--- config.mk ---
export PLATFORM = sky130hd
export DESIGN_NAME = cell_channel
export DESIGN_NICKNAME = d
export VERILOG_FILES = /design/src/hdl/cell_pkg.sv /design/src/hdl/cell_channel.sv /design/src/hdl/cell_fifo.sv
export SDC_FILE = /design/constraint.sdc
export NUM_CORES = 1
export LEC_CHECK = 0
export ABC_CLOCK_PERIOD_IN_PS = 5450
export BUFFER_PORTS_ARGS = -buffer_cell sky130_fd_sc_hd__buf_4
export CAP_MARGIN = 20
export CELL_PAD_IN_SITES_DETAIL_PLACEMENT = 1
export CELL_PAD_IN_SITES_GLOBAL_PLACEMENT = 1
export CORE_MARGIN = 2
export CORE_UTILIZATION = 25
export CTS_CLUSTER_DIAMETER = 100
export CTS_CLUSTER_SIZE = 40
export DETAILED_ROUTE_END_ITERATION = 8
export PLACE_DENSITY_LB_ADDON = 0.3
export SKIP_LAST_GASP = 1
export SYNTH_ARGS = -nofsm -noshare
export SYNTH_HDL_FRONTEND = slang
export SYNTH_SLANG_ARGS = --single-unit
--- constraint.sdc ---
create_clock -name core_clk -period 5.45 [get_ports core_clk]
set_clock_uncertainty 0.05 [all_clocks]
set_input_delay 1.3625 -clock core_clk [delete_from_list [all_inputs] [get_ports core_clk]]
set_output_delay 1.3625 -clock core_clk [all_outputs]
set_load 0.005 [all_outputs]
--- src/hdl/cell_pkg.sv ---
package cell_pkg;

	localparam int unsigned ADDR_W   = 8;
	localparam int unsigned REG_W    = 32;
	localparam int unsigned BYTE_W   = 8;
	localparam int unsigned SIZE_W   = 16;
	localparam int unsigned MATCH_W  = 8;
	localparam int unsigned FIFO_DEPTH = 32;

	// Register byte addresses, one aligned word each
	localparam logic [ADDR_W-1:0] OFS_CONTROL  = 8'h00;
	localparam logic [ADDR_W-1:0] OFS_STATUS   = 8'h04;
	localparam logic [ADDR_W-1:0] OFS_CELL_SIZE = 8'h08;
	localparam logic [ADDR_W-1:0] OFS_CELL_PROG = 8'h0c;
	localparam logic [ADDR_W-1:0] OFS_MATCH    = 8'h10;

	// Control fields
	localparam int unsigned CTL_ENABLE_BIT = 0;
	localparam int unsigned CTL_MODE_LSB   = 1;
	localparam int unsigned CTL_MODE_W     = 2;

	// Status fields
	localparam int unsigned STS_ARMED_BIT = 0;
	localparam int unsigned STS_DONE_BIT  = 1;
	localparam int unsigned STS_HIT_BIT   = 2;

	// Reset values
	localparam logic [SIZE_W-1:0]  CELL_SIZE_RST = 16'h0000;
	localparam logic [SIZE_W-1:0]  CELL_PROG_RST = 16'h0000;
	localparam logic [MATCH_W-1:0] MATCH_RST     = 8'h00;

	// Zero in the size field stands for one more than the field can hold
	localparam logic [SIZE_W:0] CELL_FULL_SIZE = 17'h10000;

	typedef enum logic [CTL_MODE_W-1:0] {
		MODE_PLAIN,
		MODE_DETECT,
		MODE_TERMINATE
	} match_mode_t;

	typedef enum logic {
		ST_IDLE,
		ST_ARMED
	} chan_state_t;

	typedef struct packed {
		logic              wr_en;
		logic              rd_en;
		logic [ADDR_W-1:0] addr;
		logic [REG_W-1:0]  wdata;
	} reg_req_t;

	typedef struct packed {
		logic              valid;
		logic [BYTE_W-1:0] data;
	} byte_beat_t;

endpackage

--- src/hdl/cell_channel.sv ---
// Functional notes
// - The cell size field is bits 15-0; a value N moves N bytes per trigger and zero moves 65,536.
// - Bits 31-16 of the cell size and cell progress registers read zero and ignore writes.
// - Cell progress is a read-only 16-bit count of bytes moved since the trigger that armed the cell, cleared when the cell ends and zero at reset.
// - In pattern detect mode a byte equal to the match byte clears the progress count.
// - In pattern terminate mode a matching byte ends the transfer; plain mode and the unused mode value 3 ignore the match byte.
// - Bits 31-8 of the match register read zero and the match byte resets to zero.
`timescale 1ns/1ps
module cell_channel
	import cell_pkg::*;
#(
	parameter int unsigned DEPTH = cell_pkg::FIFO_DEPTH
) (
	input  wire logic                        core_clk,
	input  wire logic                        reset,
	input  wire cell_pkg::reg_req_t          reg_req,
	output logic [cell_pkg::REG_W-1:0]       rd_data,
	input  wire logic                        trigger_event,
	input  wire cell_pkg::byte_beat_t        src_beat,
	output logic                             src_ready,
	output cell_pkg::byte_beat_t             dst_beat,
	input  wire logic                        dst_ready,
	output logic                             cell_done,
	output logic                             match_end
);
	import cell_pkg::*;

	if (DEPTH < 4) begin : g_depth_check
		$error("cell_channel needs a buffer depth of at least 4");
	end

	localparam int unsigned LW = $clog2(DEPTH) + 1;

	// Register state
	logic                enable_q, enable_d;
	match_mode_t         mode_q, mode_d;
	logic [SIZE_W-1:0]   cell_byte_count_q, cell_byte_count_d;
	logic [MATCH_W-1:0]  match_byte_q, match_byte_d;
	logic                done_flag_q, done_flag_d;
	logic                hit_flag_q, hit_flag_d;
	logic [REG_W-1:0]    rd_data_q, rd_data_d;

	// Transfer state
	chan_state_t         state_q, state_d;
	logic [SIZE_W-1:0]   cell_progress_count_q, cell_progress_count_d;
	logic                src_ready_q, src_ready_d;
	logic                cell_done_q, cell_done_d;
	logic                match_end_q, match_end_d;

	logic                accept;
	logic                is_match;
	logic [SIZE_W:0]     target;
	logic [SIZE_W:0]     progress_next;
	logic                cell_end;
	logic                detect_clear;
	logic                term_end;
	logic                fifo_in_ready;
	logic                fifo_out_valid;
	logic [BYTE_W-1:0]   fifo_out_data;
	logic [LW-1:0]       fifo_level;
	logic [REG_W-1:0]    wd;

	assign rd_data        = rd_data_q;
	assign src_ready      = src_ready_q;
	assign cell_done      = cell_done_q;
	assign match_end      = match_end_q;
	assign dst_beat.valid = fifo_out_valid;
	assign dst_beat.data  = fifo_out_data;
	assign wd             = reg_req.wdata;

	// Bytes queue here so a slow destination stalls the source
	cell_fifo #(
		.WIDTH (BYTE_W),
		.DEPTH (DEPTH)
	) u_fifo (
		.core_clk  (core_clk),
		.reset     (reset),
		.in_valid  (accept),
		.in_data   (src_beat.data),
		.in_ready  (fifo_in_ready),
		.out_valid (fifo_out_valid),
		.out_data  (fifo_out_data),
		.out_ready (dst_ready),
		.level     (fifo_level)
	);

	// Datapath decode
	always_comb begin
		accept        = src_beat.valid && src_ready_q && fifo_in_ready;
		is_match      = (src_beat.data == match_byte_q);
		target        = (cell_byte_count_q == '0) ? CELL_FULL_SIZE
			: {1'b0, cell_byte_count_q};
		progress_next = {1'b0, cell_progress_count_q} + 17'h00001;
		detect_clear  = accept && is_match && (mode_q == MODE_DETECT);
		term_end      = accept && is_match && (mode_q == MODE_TERMINATE);
		cell_end      = accept && (progress_next == target);
	end

	// Channel sequencing and progress count
	always_comb begin
		state_d               = state_q;
		cell_progress_count_d = cell_progress_count_q;
		cell_done_d           = 1'b0;
		match_end_d           = 1'b0;
		case (state_q)
			ST_IDLE: begin
				if (trigger_event && enable_q) begin
					state_d               = ST_ARMED;
					cell_progress_count_d = '0;
				end
			end
			ST_ARMED: begin
				if (!enable_q) begin
					state_d = ST_IDLE;
				end else if (term_end) begin
					state_d               = ST_IDLE;
					cell_progress_count_d = '0;
					match_end_d           = 1'b1;
				end else if (cell_end) begin
					state_d               = ST_IDLE;
					cell_progress_count_d = '0;
					cell_done_d           = 1'b1;
				end else if (detect_clear) begin
					cell_progress_count_d = '0;
				end else if (accept) begin
					cell_progress_count_d = progress_next[SIZE_W-1:0];
				end
			end
			default: begin
				state_d = ST_IDLE;
			end
		endcase
		// Two bytes of headroom because ready is a registered look-ahead
		src_ready_d = (state_d == ST_ARMED)
			&& (fifo_level < LW'(DEPTH - 1));
	end

	always_ff @(posedge core_clk or posedge reset) begin
		if (reset) begin
			state_q               <= ST_IDLE;
			cell_progress_count_q <= CELL_PROG_RST;
			src_ready_q           <= 1'b0;
			cell_done_q           <= 1'b0;
			match_end_q           <= 1'b0;
		end else begin
			state_q               <= state_d;
			cell_progress_count_q <= cell_progress_count_d;
			src_ready_q           <= src_ready_d;
			cell_done_q           <= cell_done_d;
			match_end_q           <= match_end_d;
		end
	end

	// Register writes and reads
	always_comb begin
		enable_d          = enable_q;
		mode_d            = mode_q;
		cell_byte_count_d = cell_byte_count_q;
		match_byte_d      = match_byte_q;
		done_flag_d       = done_flag_q;
		hit_flag_d        = hit_flag_q;
		rd_data_d         = '0;
		if (reg_req.wr_en) begin
			case (reg_req.addr)
				OFS_CONTROL: begin
					enable_d = wd[CTL_ENABLE_BIT];
					mode_d   = match_mode_t'(wd[CTL_MODE_LSB +: CTL_MODE_W]);
				end
				OFS_STATUS: begin
					// Write one to clear
					if (wd[STS_DONE_BIT]) begin
						done_flag_d = 1'b0;
					end
					if (wd[STS_HIT_BIT]) begin
						hit_flag_d = 1'b0;
					end
				end
				OFS_CELL_SIZE: begin
					cell_byte_count_d = wd[SIZE_W-1:0];
				end
				OFS_MATCH: begin
					match_byte_d = wd[MATCH_W-1:0];
				end
				default: begin
				end
			endcase
		end
		// A new event beats a clear in the same cycle
		if (cell_done_d) begin
			done_flag_d = 1'b1;
		end
		if (match_end_d) begin
			hit_flag_d = 1'b1;
		end
		if (reg_req.rd_en) begin
			case (reg_req.addr)
				OFS_CONTROL: begin
					rd_data_d[CTL_ENABLE_BIT]               = enable_q;
					rd_data_d[CTL_MODE_LSB +: CTL_MODE_W]   = mode_q;
				end
				OFS_STATUS: begin
					rd_data_d[STS_ARMED_BIT] = (state_q == ST_ARMED);
					rd_data_d[STS_DONE_BIT]  = done_flag_q;
					rd_data_d[STS_HIT_BIT]   = hit_flag_q;
				end
				OFS_CELL_SIZE: begin
					rd_data_d[SIZE_W-1:0] = cell_byte_count_q;
				end
				OFS_CELL_PROG: begin
					rd_data_d[SIZE_W-1:0] = cell_progress_count_q;
				end
				OFS_MATCH: begin
					rd_data_d[MATCH_W-1:0] = match_byte_q;
				end
				default: begin
					rd_data_d = '0;
				end
			endcase
		end
	end

	always_ff @(posedge core_clk or posedge reset) begin
		if (reset) begin
			enable_q          <= 1'b0;
			mode_q            <= MODE_PLAIN;
			cell_byte_count_q <= CELL_SIZE_RST;
			match_byte_q      <= MATCH_RST;
			done_flag_q       <= 1'b0;
			hit_flag_q        <= 1'b0;
			rd_data_q         <= '0;
		end else begin
			enable_q          <= enable_d;
			mode_q            <= mode_d;
			cell_byte_count_q <= cell_byte_count_d;
			match_byte_q      <= match_byte_d;
			done_flag_q       <= done_flag_d;
			hit_flag_q        <= hit_flag_d;
			rd_data_q         <= rd_data_d;
		end
	end
endmodule // cell_channel

--- src/hdl/cell_fifo.sv ---
`timescale 1ns/1ps
module cell_fifo #(
	parameter int unsigned WIDTH = 8,
	parameter int unsigned DEPTH = 32
) (
	input  wire logic                     core_clk,
	input  wire logic                     reset,
	input  wire logic                     in_valid,
	input  wire logic [WIDTH-1:0]         in_data,
	output logic                          in_ready,
	output logic                          out_valid,
	output logic [WIDTH-1:0]              out_data,
	input  wire logic                     out_ready,
	output logic [$clog2(DEPTH):0]        level
);
	localparam int unsigned AW = $clog2(DEPTH);

	if (DEPTH < 2 || (1 << AW) != DEPTH) begin : g_depth_check
		$error("cell_fifo depth must be a power of two of at least 2");
	end

	logic [WIDTH-1:0] mem_q [DEPTH];
	logic [AW-1:0]    wr_ptr_q, wr_ptr_d;
	logic [AW-1:0]    rd_ptr_q, rd_ptr_d;
	logic [AW:0]      count_q, count_d;
	logic             out_valid_q, out_valid_d;
	logic [WIDTH-1:0] out_data_q;
	logic             push;
	logic             load;

	assign in_ready  = (count_q < (AW+1)'(DEPTH));
	assign out_valid = out_valid_q;
	assign out_data  = out_data_q;
	assign level     = count_q;

	always_comb begin
		push        = in_valid && in_ready;
		// Output stage refills as soon as it empties or is taken
		load        = (count_q != '0) && (!out_valid_q || out_ready);
		wr_ptr_d    = push ? wr_ptr_q + 1'b1 : wr_ptr_q;
		rd_ptr_d    = load ? rd_ptr_q + 1'b1 : rd_ptr_q;
		count_d     = count_q + (AW+1)'(push) - (AW+1)'(load);
		out_valid_d = load ? 1'b1 : (out_ready ? 1'b0 : out_valid_q);
	end

	always_ff @(posedge core_clk or posedge reset) begin
		if (reset) begin
			wr_ptr_q    <= '0;
			rd_ptr_q    <= '0;
			count_q     <= '0;
			out_valid_q <= 1'b0;
		end else begin
			wr_ptr_q    <= wr_ptr_d;
			rd_ptr_q    <= rd_ptr_d;
			count_q     <= count_d;
			out_valid_q <= out_valid_d;
		end
	end

	// Storage carries no reset to stay a plain memory
	always_ff @(posedge core_clk) begin
		if (push) begin
			mem_q[wr_ptr_q] <= in_data;
		end
		if (load) begin
			out_data_q <= mem_q[rd_ptr_q];
		end
	end

endmodule // cell_fifo

Word-level counts from Yosys, hierarchy flattened
Memories as Yosys holds them, arrays and structs flattened. A register that Yosys moved wholly into a read port is not among the register bits.
Cells that the tools add are included.
{"block": "totals", "regBits": 98, "ramBits": 256, "input_bits": 55, "output_inout_bits": 44, "elab_cells": 100, "mem_count": 1}
{"name": "u_fifo.mem_q", "depth": 32, "width": 8, "read_ports": 1, "rd_clocked_by_memory_dff": 1, "wr": 1, "line": "cell_fifo.sv:22", "text": "logic [WIDTH-1:0] mem_q [DEPTH];"}
{"block": "op_classes", "addsub": 5, "magnitude_cmp": 2, "eq_ne": 11, "muxes": 36, "bitwise": 1, "n_reduce_logical": 28}
{"operator": "$mux W16", "n": 7}
{"operator": "$pmux W16 S2", "n": 1}
{"operator": "$mux W1", "n": 23}
{"operator": "$add A16 B1 Y17 const B", "n": 1}
{"operator": "$eq A17 B17 Y1", "n": 1}
{"operator": "$mux W17", "n": 1}
{"operator": "$eq A8 B4 Y1 const B", "n": 2}
{"operator": "$logic_not A16 Y1", "n": 1}
{"operator": "$pmux W8 S2", "n": 1}
{"operator": "$pmux W3 S5", "n": 1}
{"operator": "$pmux W5 S3", "n": 1}
{"operator": "$reduce_bool A2 Y1", "n": 7}
{"operator": "$add A5 B1 Y5 const B", "n": 2}
{"operator": "$logic_and A1 B1 Y1", "n": 10}
{"operator": "$reduce_and A3 Y1", "n": 3}
{"operator": "$eq A8 B3 Y1 const B", "n": 1}
{"operator": "$eq A8 B5 Y1 const B", "n": 1}
{"operator": "$eq A8 B8 Y1", "n": 1}
{"operator": "$logic_not A8 Y1", "n": 1}
{"operator": "$add A6 B1 Y6", "n": 1}
{"operator": "$lt A6 B5 Y1 const B", "n": 1}
{"operator": "$lt A6 B6 Y1 const B", "n": 1}
{"operator": "$reduce_and A2 Y1", "n": 3}
{"operator": "$reduce_bool A6 Y1", "n": 1}
{"operator": "9 further kinds", "n": 10}

Logic depth before layout (Yosys ltp)
Gate-level depths: netlist of run 1.
{"block": "logic_depth", "depth_word": 10, "mapped_depth": 15}

Hierarchy
From an unflattened synthesis of run 1, not the netlist that was laid out.
{"block": "hier_totals", "cells_unflattened": 973, "area_unflattened_um2": 15073.2}
{"module": "cell_fifo", "n_inst": 1, "cells_per_inst": 564, "area_per_inst_um2": 11100.6, "seq_area_each_um2": 8353.0}
{"module": "cell_channel", "n_inst": 1, "cells_per_inst": 409, "area_per_inst_um2": 3972.6, "seq_area_each_um2": 1626.6}

Worst setup path before layout of run 1
Ideal clock, no wire load.
{"block": "synth_path", "path_type": "input-to-reg", "from": "in dst_ready", "to": "reg u_fifo.count_q[4], in the netlist u_fifo.level[4]", "arrival_time_ns": 3.446, "required_ns": 5.278, "path_slack_ns": 1.831, "cell_stages": 12, "cell_sequence": "inv_1 > a21oi_1 > ha_1 > inv_1 > ha_1 > inv_1 > fa_1 > inv_1 > a21oi_1 > nor2_1 > nor2_1 > xnor2_1"}
{"block": "synth_via", "elab_chain_cells": 3}
{"element": "start, declared", "line": "cell_channel.sv:22", "text": "input wire logic dst_ready,"}
{"element": "$logic_or A1 B1 Y1", "line": "cell_fifo.sv:39", "text": "load = (count_q != '0) && (!out_valid_q || out_ready);"}
{"element": "$logic_and A1 B1 Y1", "line": "cell_fifo.sv:39"}
{"element": "net u_fifo.load", "line": "cell_fifo.sv:29", "text": "logic load;"}
{"element": "$sub A6 B1 Y6", "line": "cell_fifo.sv:42", "text": "count_d = count_q + (AW+1)'(push) - (AW+1)'(load);"}
{"element": "net u_fifo.count_d[4]", "line": "cell_fifo.sv:25", "text": "logic [AW:0] count_q, count_d;"}
{"element": "end signal, assigned", "line": "cell_fifo.sv:55", "text": "count_q <= count_d;"}
{"element": "end, declared", "line": "cell_fifo.sv:25"}
The timed path passes the listed nets, and every way through them passes these cells.
A chain may end at the register's enable or synchronous reset.

Final worst setup path of run 1
{"block": "layout_path", "from": "reg cell_progress_count_q[0]", "to": "reg cell_progress_count_q[8]"}
{"block": "layout_via", "elab_chain_cells": 7, "word_cells_on_any_way": 11}
{"element": "start, declared", "line": "cell_channel.sv:45", "text": "logic [SIZE_W-1:0] cell_progress_count_q, cell_progress_count_d;"}
{"element": "start signal, assigned", "line": "cell_channel.sv:147", "text": "cell_progress_count_q <= cell_progress_count_d;"}
{"element": "$add A16 B1 Y17 *", "line": "cell_channel.sv:93", "text": "progress_next = {1'b0, cell_progress_count_q} + 17'h00001;"}
{"element": "$eq A17 B17 Y1 or $mux W16 (tied branches)", "line": "cell_channel.sv:96, cell_channel.sv:125"}
{"element": "$logic_and A1 B1 Y1 or $mux W16 (tied branches)", "line": "cell_channel.sv:96, cell_channel.sv:123"}
{"element": "$mux W16", "line": "cell_channel.sv:119", "text": "end else if (cell_end) begin"}
{"element": "$mux W16", "line": "cell_channel.sv:115", "text": "end else if (term_end) begin"}
{"element": "$mux W16", "line": "cell_channel.sv:113", "text": "if (!enable_q) begin"}
{"element": "$pmux W16 S2", "line": "cell_channel.sv:105", "text": "case (state_q)"}
Mark *: on every way between the ends. The rest lies on a longest branch, timed or not. The select of a mux whose other input is x is not followed.

==> impl_results.md, run 1 <==
- Status: completed
- Layout area overhead: 11.9%
- Share of cells above drive strength 1: 0.247
- Synth async-reset ratio: 0.237
- Post-synth EDFFs: 264
- Max-slew headroom: 0.348
- Slowest stage cell on the critical path: nor4_1
- Root cell of the clock tree: clkbuf_16
- ANT nets after route: 0
- CTS tree: built
- CP peak stage delay: 0.67 ns
- Effective utilization at floorplan: 0.252
- Cells after synthesis: 886
- Largest net degree at the start of global routing: 51
- Worst setup EP type: flip-flop
- Antenna diodes: 0
- Design area: 16600 um2
- H-tree Lvls: 1
- Die Span Y: 247 um
- Resize count post-CTS: 0
- Global-route wire length before repair: 53900 um
- DRC viols: 0
- Core area: 58800 um2
- Hold Crit Class: flip-flop to flip-flop
- Max Cap Viol: 0
- Reg power frac: 0.514
- Post-CTS Setup Inserts: 0
- Die W: 247 um
- # IOs: 99
- Port buffer count: 66
- Highest clock rate: 0.291 GHz
- Drt wl/cell: 20.5 um
- Critical Path AT: 3.75 ns
- Routability cong.: 0.764
- Hold buffer count at CTS: 0
- Pre-CTS setup slack: 1.51 ns
- Finished Layout Cells: 1709
- Yosys cell types: 64
- Post-Place Cell Area: 16100 um2
- Switching Fraction: 0.290
- Hold Slack: 0.450 ns
- Tot GR Track Use: 0.116
- Slew @ Worst Pin: 0.979 ns
- Vias in the first global route: 8253
- Critical-path maximum fanout: 14
- Fin nets: 1000
- Fill cells: 6193
- Sequential fraction of the synthesis area: 0.674
- Cts bufs inserted: 14
- Initial antenna violation count: 0
- Drt pass-1 iters: 5
- Slew Limit Fails: 0
- Row count: 89
- Placed Cells: 1685
- Vias: 7742
- Unrepaired setup endpoints after global routing: false
- VDD IR-drop max: 0.000344 V
- Clk pwr share: 0.233
- Combinational Power Share: 0.253
- Layout Utilization: 0.282
- Iter 0 DRT Violations: 497
- Total clock sinks: 346
- Synth warnings: 0
- CP Cell Sequence: ha_1, nand3_1, nor4_1, xnor2_1, nor3_1, nand4_2, buf_4, nand4_1, o311ai_0
- Final Hold Violating Endpoints: 0
- Final wirelength: 35100 um
- Power density over the cells: 377 nW/um2
- Clock Pin Slew Worst Setup and Hold Paths: 0.12 ns
- Worst Slack Setup Final: 2.01 ns
- Internal power: 4.43 mW
- Clock Path Buffers: 3
- Syn Area/Cell: 16.7 um2
- Switching pwr: 1.82 mW
- Period utilization: 0.630
- WS Path Type: flip-flop to flip-flop
- Detail Placement HPWL: 23100 um
- Total power: 6.25 mW
- Final setup violation count: 0
- Clk_lat worst skew: 0.54 ns
- Seq cells post-synth: 346
- Die area: 61200 um2
- CP Launch Type: flip-flop
- Synthesized area: 14800 um2
- Tmin final: 3.44 ns
- Vias/cell: 4.53
- Post-Route Setup TNS: 0 ns
- Ys flop type: edfxtp_1
- CP required: 5.77 ns
- GR Overflow Total: 0
- Leak pwr: 5.66 nW
==> worst max-delay path: cells and delay by family, from the launching register on <==
family | cells | cell delay, ns
and+or+nand+nor | 5 | 1.71
xor gates and xnor gates | 1 | 0.18
AOI/OAI and AO/OA | 1 | 0.12
buffers and inverters | 1 | 0.33
DFF | 1 | 0.56
adders and majority gates | 1 | 0.32
==> synth_stat cells, drive strengths merged, types with 4 or more instances <==
cell    number  share of area
a31oi        7         0.0030
o21ai       17         0.0057
nand3b       4         0.0020
buf         38          0.015
mux4        80           0.12
nand3       24         0.0084
nor4        11         0.0046
edfxtp     264           0.54
ha          16          0.014
xor2        14         0.0083
nor3        11         0.0044
nor2        57          0.014
nand4       18         0.0084
or4          5         0.0028
clkbuf      26         0.0067
nand2       43          0.011
mux2i       15          0.010
o211ai       4         0.0020
xnor2       25          0.015
a21oi        9         0.0030
mux2        41          0.031
dfrtp       82           0.14
and2         6         0.0025
inv         21         0.0053
==> metal layers <==
metal | GRT usage | share of wire | up-vias | wire length [um]
met3 | 0.0156 | 0.032 | 27 | 1110
met2 | 0.185 | 0.46 | 117 | 16200
met4 | 0.0143 | 0.012 | 0 | 408
li1 | - | - | 3479 | -
met5 | 0 | 0 | - | 0
met1 | 0.173 | 0.50 | 4119 | 17400
==> layout make-up <==
class                   count  area, um2  share of cell area
multi-input cells         470       4490               0.271
flip-flops and latches    346       9980               0.602
well taps                 773        967              0.0583
clock inverters             5        104             0.00626
inverters                  21       80.1             0.00483
clock buffers              19        390              0.0235
repair buffers             75        563              0.0340
==> layout by cell type (no fill, tap or decap), types with 9 or more instances in the layout <==
master,synthesis,layout
clkbuf_16,0,15
ha_1,16,16
o21ai_0,16,16
inv_1,21,20
edfxtp_1,264,264
buf_4,17,75
nor2_1,57,57
conb_1,1,16
nand2_1,43,43
xnor2_1,25,25
mux2_2,40,40
nor3_1,9,9
mux2i_1,15,15
nand3_1,23,23
xor2_1,14,14
dfrtp_1,82,80
nor4_1,11,11
mux4_2,80,80
nand4_1,16,16
==> power groups by stage <==
stage / registers, mW / logic, mW / clock network, mW
2_1_floorplan: 3.07 / 1.27 / 0
3_3_place_gp: 3.28 / 1.60 / 0
3_5_place_dp: 3.29 / 1.62 / 0
4_1_cts: 3.23 / 1.63 / 1.52
5_1_grt: 3.26 / 1.72 / 1.59
6_report: 3.21 / 1.58 / 1.45
==> sequential cells by signal, indices dropped and copies added, names as in the netlist <==
name,cells
cell_byte_count_q,16
state_q,1
enable_q,1
cell_done,1
match_byte_q,8
mode_q,2
u_fifo.rd_ptr_q,5
src_ready,1
u_fifo.out_valid,1
hit_flag_q,1
cell_progress_count_q,16
rd_data,16
u_fifo.level,6
u_fifo.out_data,8
done_flag_q,1
u_fifo.wr_ptr_q,5
match_end,1
u_fifo.mem_q,256
==> path summary, 6_finish.rpt <==
check | slack (ns) | endpoint | from | cells past startpoint
worst min register to register | 0.45 | hit_flag_q$_DFFE_PP0P_ | hit_flag_q$_DFFE_PP0P_ | 1
min in group asynchronous | 0.96 | cell_done$_DFF_PP0_ | reset | 2
worst max register to register | 2.01 | cell_progress_count_q[8]$_DFFE_PP0P_ | cell_progress_count_q[0]$_DFFE_PP0P_ | 9
worst min-delay path | 0.45 | hit_flag_q$_DFFE_PP0P_ | hit_flag_q$_DFFE_PP0P_ | 1
max in group asynchronous | 3.36 | u_fifo.wr_ptr_q[1]$_DFFE_PP0P_ | reset | 3
worst max-delay path | 2.01 | cell_progress_count_q[8]$_DFFE_PP0P_ | cell_progress_count_q[0]$_DFFE_PP0P_ | 9
==> logic make-up after synthesis <==
group / synth area share
AO/OA/AOI/OAI: 0.0292
buffers and inverters: 0.0272
multiplexers: 0.163
flip-flops: 0.674
other: 0.000253
XOR/XNOR: 0.0231
AND/OR/NAND/NOR: 0.0685
adder cells (fa/ha/maj): 0.0149
No activity file was read; power rests on OpenSTA's default activity.
==> inputs of run 2 (changes only) <==
Settings changed: ABC_AREA from default to 1, ABC_CLOCK_PERIOD_IN_PS 5450 to 3130.
Clock period 5.45 ns to 3.13 ns, I/O delays scaled along.
==> run 2 against run 1 <==
  * Total power increased by 87%
  * Final area increased by 4.6%
  * Synthesized cell count increased by 59%
  * Clock-buffer cell count decreased by 3
  * Routed wire length increased by 26%
  * Setup slack got worse by 1.5 ns
  * Non-clock buffer count increased by 45
  * Sequential share of layout area decreased by 2.6 points
==> impl_results.md, run 2 <==
- Status: completed
- Cell taking the most area after synthesis: edfxtp_1
- Yosys cell types: 46 (-28%)
- Sequential fraction of the synthesis area: 0.657 (-0.0164)
- Fin nets: 1558 (+56%)
- Commonest cells in the netlist: edfxtp_1, nand2_1, nor2_1
- Core area: 60200 um2 (+2.5%)
- Clk_lat worst skew: 0.57 ns (+0.03 ns)
- Unrepaired setup endpoints after global routing: false
- Critical Path AT: 3.00 ns (-0.75 ns)
- Drt pass-1 iters: 4 (-1)
- Cts bufs inserted: 15 (+1)
- GR Overflow Total: 0 (unchanged)
- VDD IR-drop max: 0.000451 V (+31%)
- Die W: 250 um (+1.2%)
- Iter 0 DRT Violations: 604 (+22%)
- Worst setup EP type: flip-flop
- Largest net degree at the start of global routing: 131 (+160%)
- Tot GR Track Use: 0.142 (+0.0253)
- Max Cap Viol: 0 (unchanged)
- Total clock sinks: 346 (unchanged)
- Slew @ Worst Pin: 0.986 ns (+0.00771 ns)
- Vias in the first global route: 11077 (+34%)
- Clock Path Buffers: 3 (unchanged)
- DRC viols: 0 (unchanged)
- Effective utilization at floorplan: 0.252 (about the same)
- Clk pwr share: 0.227 (-0.006)
- Commonest non-fill, non-tap cell in the layout: edfxtp_1
- Post-Route Setup TNS: 0 ns (unchanged)
- WS Path Type: flip-flop to flip-flop
- Vias: 10566 (+36%)
- Vias/cell: 4.64 (+2.4%)
- Hold buffer count at CTS: 0 (unchanged)
- Port buffer count: 66 (unchanged)
- Syn Area/Cell: 10.8 um2 (-36%)
- Tmin final: 2.66 ns (-0.781 ns)
- Yosys top cell area share: 0.522 (-0.0131)
- Layout area overhead: 14.2%
- Worst Slack Setup Final: 0.475 ns (-1.54 ns)
- Leak pwr: 6.29 nW (+11%)
- Max reg flops: 256 (unchanged)
- Cells after synthesis: 1412 (+59%)
- Internal power: 7.41 mW (+67%)
- Routability cong.: 0.841 (+10%)
- Resize count post-CTS: 0 (unchanged)
- Max-slew headroom: 0.340 (-0.00757)
- Combinational Power Share: 0.316 (+0.063)
- Count leader, synth: edfxtp_1
- Initial antenna violation count: 0 (unchanged)
- Pre-CTS setup slack: 0.249 ns (-1.26 ns)
- Synthesized area: 15200 um2 (+2.5%)
- Die Span Y: 250 um (+1.2%)
- Final wirelength: 44400 um (+26%)
- # IOs: 99 (unchanged)
- Seq cells post-synth: 346 (unchanged)
- Power density over the cells: 674 nW/um2 (+79%)
- Multi-input logic area: 4500 um2 (+0.20%)
- Biggest register: u_fifo.mem_q
- Post-synth EDFFs: 264 (unchanged)
- Clock Pin Slew Worst Setup and Hold Paths: 0.13 ns (about the same)
- Drt wl/cell: 19.5 um (-5.1%)
- Root cell of the clock tree: clkbuf_16
- Commonest non-fill, non-tap cells in the layout: edfxtp_1, nand2_1, nor2_1, o21ai_0, buf_4
- Die area: 62700 um2 (+2.5%)
- Detail Placement HPWL: 30200 um (+31%)
- Reg power frac: 0.456 (-0.058)
- Synth warnings: 0 (unchanged)
- CTS tree: built
- Slew Limit Fails: 0 (unchanged)
- Switching Fraction: 0.366 (+0.0754)
- ANT nets after route: 0 (unchanged)
- Final Hold Violating Endpoints: 0 (unchanged)
- Final setup violation count: 0 (unchanged)
- Fill cells: 6754 (+9.1%)
- Switching pwr: 4.28 mW (+140%)
- Post-CTS Setup Inserts: 0 (unchanged)
- Synth async-reset ratio: 0.237 (unchanged)
- Hold Crit Class: input port to async pin
- Row count: 90 (+1.1%)
- Period utilization: 0.848 (+0.218)
- CP Launch Type: flip-flop
- Highest clock rate: 0.377 GHz (+29%)
- Share of cells above drive strength 1: 0.122 (-0.125)
- Ys flop type: edfxtp_1
- Global-route wire length before repair: 68200 um (+27%)
- Register area: 9980 um2 (unchanged)
- Area contributors post-synth: edfxtp_1, dfrtp_1, o21ai_0, nand2_1, nor2_1
- H-tree Lvls: 1 (unchanged)
- CP required: 3.47 ns (-2.30 ns)
- Critical-path maximum fanout: 16 (+2)
[run 2: cell types whose count changed after synthesis, moves of 38 or more]
cell     change
nor2_1     +156
inv_1       +75
mux2_2      -39
mux4_2      -80
o21ai_0    +157
o22ai_1     +38
nand2_1    +182
[run 2: metal layers]
layer | GRT usage | up-vias | routed length, um
li1 | - | 5020 | -
met1 | 0.190 | 5371 | 20400
met2 | 0.248 | 145 | 21800
met3 | 0.0167 | 30 | 1470
met4 | 0.0246 | 0 | 690
met5 | 0 | - | 0
[run 2: power by group through the flow]
stage	Clock (mW)	Sequential (mW)	Combinational [mW]
final	2.66	5.33	3.70
after CTS	2.75	5.34	3.76
after detailed placement	0	5.44	3.75
after floorplan	0	5.34	2.31
after global routing	2.87	5.36	4.14
after global placement	0	5.43	3.66
[run 2: worst paths after layout]
kind,cells past startpoint,startpoint,slack [ns],endpoint
setup / recovery,14,cell_progress_count_q[0]$_DFFE_PP0P_,0.47,cell_progress_count_q[9]$_DFFE_PP0P_
hold / removal,2,reset,0.28,u_fifo.rd_ptr_q[2]$_DFFE_PP0P_
setup reg to reg,14,cell_progress_count_q[0]$_DFFE_PP0P_,0.47,cell_progress_count_q[9]$_DFFE_PP0P_
hold reg to reg,2,match_byte_q[6]$_DFFE_PP0P_,0.45,match_byte_q[6]$_DFFE_PP0P_
max in group asynchronous,3,reset,2.08,cell_progress_count_q[10]$_DFFE_PP0P_
min in group core_clk,3,reg_req[12],0.44,cell_byte_count_q[12]$_DFFE_PP0P_
[run 2: cells by family after synthesis]
logic type / Yosys count / share of synthesized area
multiplexers: 1 / 0.000742
XOR/XNOR: 20 / 0.0124
AO/OA/AOI/OAI: 291 / 0.111
flip-flops: 346 / 0.657
adder cells (fa/ha/maj): 17 / 0.0145
buffers and inverters: 181 / 0.0501
other: 1 / 0.000247
AND/OR/NAND/NOR: 555 / 0.153
[run 2: area by class of cell]
cell class                      count  area share
Antenna cell                        1    0.000144
Clock buffer                       16      0.0219
Clock inverter                      9     0.00931
Inverter                          103      0.0225
Multi-Input combinational cell    900       0.260
Sequential cell                   346       0.576
Tap cell                          782      0.0564
Timing Repair Buffer              120      0.0541
[run 2: critical path: stages, from the launching register on]
cell and delay, ns:
dfrtp_1 0.48, ha_1 0.24, nand3_1 0.17, nor2_1 0.35, nand3_1 0.12, nand2_1 0.08, nand2_1 0.10, nand2_1 0.11
nand2_1 0.06, nor2_1 0.09, nand2_1 0.08, nor2_2 0.09, nand2_2 0.11, nand2_4 0.26, o21ai_0 0.12
[run 2: through the flow]
| step | cell area (um2) | hold WS, ns | util | std cells | total power, mW |
|---|---|---|---|---|---|
| 2_1_floorplan | 15200 | 0.403 | - | 1427 | 7.64 |
| 3_3_place_gp | 16800 | 0.420 | 0.279 | 2251 | 9.09 |
| 3_5_place_dp | 16800 | 0.424 | 0.279 | 2251 | 9.19 |
| 4_1_cts | 17300 | 0.295 | 0.288 | 2276 | 11.8 |
| 5_1_grt | 17300 | 0.322 | 0.288 | 2276 | 12.4 |
| 6_report | 17300 | 0.278 | 0.288 | 2277 | 11.7 |
==> inputs of run 3 (changes only) <==
Settings changed: ABC_AREA 1 to 0, ABC_CLOCK_PERIOD_IN_PS 3130 to 2200.
Clock period 3.13 ns to 2.2 ns, I/O delays scaled along.
==> run 3 against run 2 <==
  * Via count is 20% lower
  * Total power is 46% higher
  * Die area is 2.4% lower
  * Combinational power is 57% higher
  * Final area is 8.5% higher
  * Global-route usage is 1.6 points lower
  * Critical path depth is 5 lower
  * Non-clock buffer count is 138 higher
  * Sequential cell count stayed put
  * Largest power group unchanged
  * The flow now finishes with violations (negative setup slack)
  * Sequential share of layout area is 4.5 points lower
  * Routed wire length is 14% lower
  * Sequential power is 43% higher
==> impl_results.md, run 3 (same netlist as run 1, synthesis figures left out) <==
- Port buffer count: 66 (unchanged)
- Drt pass-1 iters: 7 (+3)
- Max reg flops: 256 (unchanged)
- CP Launch Type: flip-flop
- Layout Utilization: 0.320 (+0.0321)
- Final setup violation count: 30 (+30)
- CP required: 2.55 ns (-0.92 ns)
- Clock Path Buffers: 3 (unchanged)
- Flop2flop setup slack: -0.33 ns (-0.81 ns)
- Largest net degree at the start of global routing: 83 (-37%)
- Switching Fraction: 0.289 (-0.0766)
- CTS tree: built
- Switching pwr: 4.94 mW (+15%)
- Leak pwr: 6.86 nW (+9.1%)
- Max Cap Viol: 0 (unchanged)
- Final Hold Violating Endpoints: 0 (unchanged)
- Internal power: 12.1 mW (+64%)
- Status: finished, violations left
- Core area: 58800 um2 (-2.4%)
- Critical Path AT: 2.89 ns (-0.11 ns)
- Worst setup EP type: flip-flop
- DRC viols: 0 (unchanged)
- Worst Slack Setup Final: -0.334 ns (-0.809 ns)
- Reg power frac: 0.446 (-0.010)
- Clk_lat worst skew: 0.54 ns (-0.03 ns)
- Fin nets: 1183 (-24%)
- H-tree Lvls: 1 (unchanged)
- GR Overflow Total: 0 (unchanged)
- Iter 0 DRT Violations: 519 (-14%)
- Tot GR Track Use: 0.126 (-0.0157)
- Vias in the first global route: 9137 (-18%)
- Clock Pin Slew Worst Setup and Hold Paths: 0.12 ns (about the same)
- Combinational Power Share: 0.340 (+0.024)
- Layout area overhead: 27.0%
- Unrepaired setup endpoints after global routing: true
- Slew Limit Fails: 0 (unchanged)
- Post-Route Setup TNS: -7.58 ns (-7.58 ns)
- Row count: 89 (-1.1%)
- Die area: 61200 um2 (-2.4%)
- Tmin final: 2.53 ns (-0.121 ns)
- Hold Slack: 0.0891 ns (-0.189 ns)
- Slew @ Worst Pin: 0.511 ns (-0.476 ns)
- Die Span Y: 247 um (-1.2%)
- Root cell of the clock tree: clkbuf_16
- # IOs: 99 (unchanged)
- Final wirelength: 38400 um (-14%)
- CP peak stage delay: 0.57 ns (+0.09 ns)
- Period utilization: 1.15 (+0.303)
- Detail Placement HPWL: 27300 um (-9.5%)
- CP Cell Sequence: nand3_4, or4_4, mux2_4, a211oi_2, nand4_2, buf_12, buf_6, nand4_1, o311ai_2
- Biggest register: u_fifo.mem_q
- Highest clock rate: 0.395 GHz (+4.8%)
- Violations in the final reports: negative setup slack
- ANT nets after route: 0 (unchanged)
- Commonest non-fill, non-tap cell in the layout: edfxtp_1
- R2r worst-path depth: 9 (-5)
- Power density over the cells: 907 nW/um2 (+35%)
- Effective utilization at floorplan: 0.252 (about the same)
- Vias/cell: 4.47 (-3.7%)
- Cts bufs inserted: 14 (-1)
- Slowest stage cell on the critical path: or4_4
- Critical-path maximum fanout: 8 (-8)
- Total clock sinks: 346 (unchanged)
- WS Path Type: flip-flop to flip-flop
- Commonest non-fill, non-tap cells in the layout: edfxtp_1, buf_4, mux4_2, dfrtp_1, nor2_1
- Hold Crit Class: input port to async pin
- Vias: 8463 (-20%)
- Clk pwr share: 0.214 (-0.013)
- VDD IR-drop max: 0.000513 V (+14%)
- Drt wl/cell: 20.3 um (+4.0%)
- Die W: 247 um (-1.2%)
- Max-slew headroom: 0.660 (+0.320)
- Global-route wire length before repair: 58000 um (-15%)
- Share of cells above drive strength 1: 0.425 (+0.304)
- Hold buffer count at CTS: 0 (unchanged)
- Routability cong.: 0.780 (-7.3%)
- Initial antenna violation count: 1 (+1)
-- run 3: cell types whose count changed in the layout (fill, tap and decap cells not counted), sizes merged, moves of 10 or more --
cell	before	now
nand2	231	43
o21ai	187	17
nor2	218	57
buf	120	257
mux4	0	80
inv	98	21
mux2	1	41
o22ai	40	2
nand3	58	24
o221ai	29	0
xnor2	4	25
mux2i	0	15
a21oi	20	9
nor4	1	11
-- run 3: stage by stage --
stage | instances | worst slack [ns] | power, mW | cell area [um2]
6_report | 1893 | -0.334 | 17.1 | 18800
5_1_grt | 1893 | -0.395 | 17.9 | 18800
4_1_cts | 1881 | -0.305 | 17.3 | 18500
3_5_place_dp | 1843 | -0.347 | 12.8 | 17600
3_3_place_gp | 1843 | -0.321 | 12.7 | 17600
2_1_floorplan | 901 | -0.294 | 11.0 | 15100
-- run 3: critical path: cells and delay by family (launching register included) --
family / cells / cell delay [ns]
muxes: 1 / 0.32
buffers and inverters: 2 / 0.31
DFF: 1 / 0.47
AOI/OAI and AO/OA: 2 / 0.31
and+or+nand+nor: 4 / 0.94
-- run 3: worst paths after layout --
kind	start	end
hold / removal	reset	cell_done$_DFF_PP0_
min in group core_clk	dst_ready	u_fifo.out_valid$_DFFE_PP0P_
setup / recovery	cell_progress_count_q[5]$_DFFE_PP0P_	cell_progress_count_q[6]$_DFFE_PP0P_
setup reg to reg	cell_progress_count_q[5]$_DFFE_PP0P_	cell_progress_count_q[6]$_DFFE_PP0P_
max in group asynchronous	reset	cell_progress_count_q[8]$_DFFE_PP0P_
hold reg to reg	done_flag_q$_DFFE_PP0P_	done_flag_q$_DFFE_PP0P_
-- run 3: per-layer routing --
metal / global-route usage / share of wire
met1: 0.175 / 0.46
met2: 0.214 / 0.49
met3: 0.0146 / 0.032
met4: 0.0227 / 0.020
met5: 0 / 0
-- run 3: final cells by class --
cell class              count  area, um2
diodes                      1       2.50
clock buffers              19        412
clock inverters             5        115
flip-flops and latches    346       9990
multi-input cells         470       4950
repair buffers            258       2290
well taps                 773        967
inverters                  21       85.1
fillers                  6162      40000
-- run 3: power by group through the flow --
stage                     clock network (mW)  registers (mW)  logic (mW)
after floorplan                            0            7.61        3.35
after global placement                     0            7.74        5.00
after detailed placement                   0            7.75        5.09
after CTS                               3.80            7.60        5.88
after global routing                    3.98            7.64        6.26
final                                   3.65            7.60        5.81
-- run 3: timing repair --
item	in CTS	in global routing
pin swaps	8	23
gates cloned	5	0
gates resized for setup	28	47
setup endpoints to repair	33	33
buffers inserted	9	15
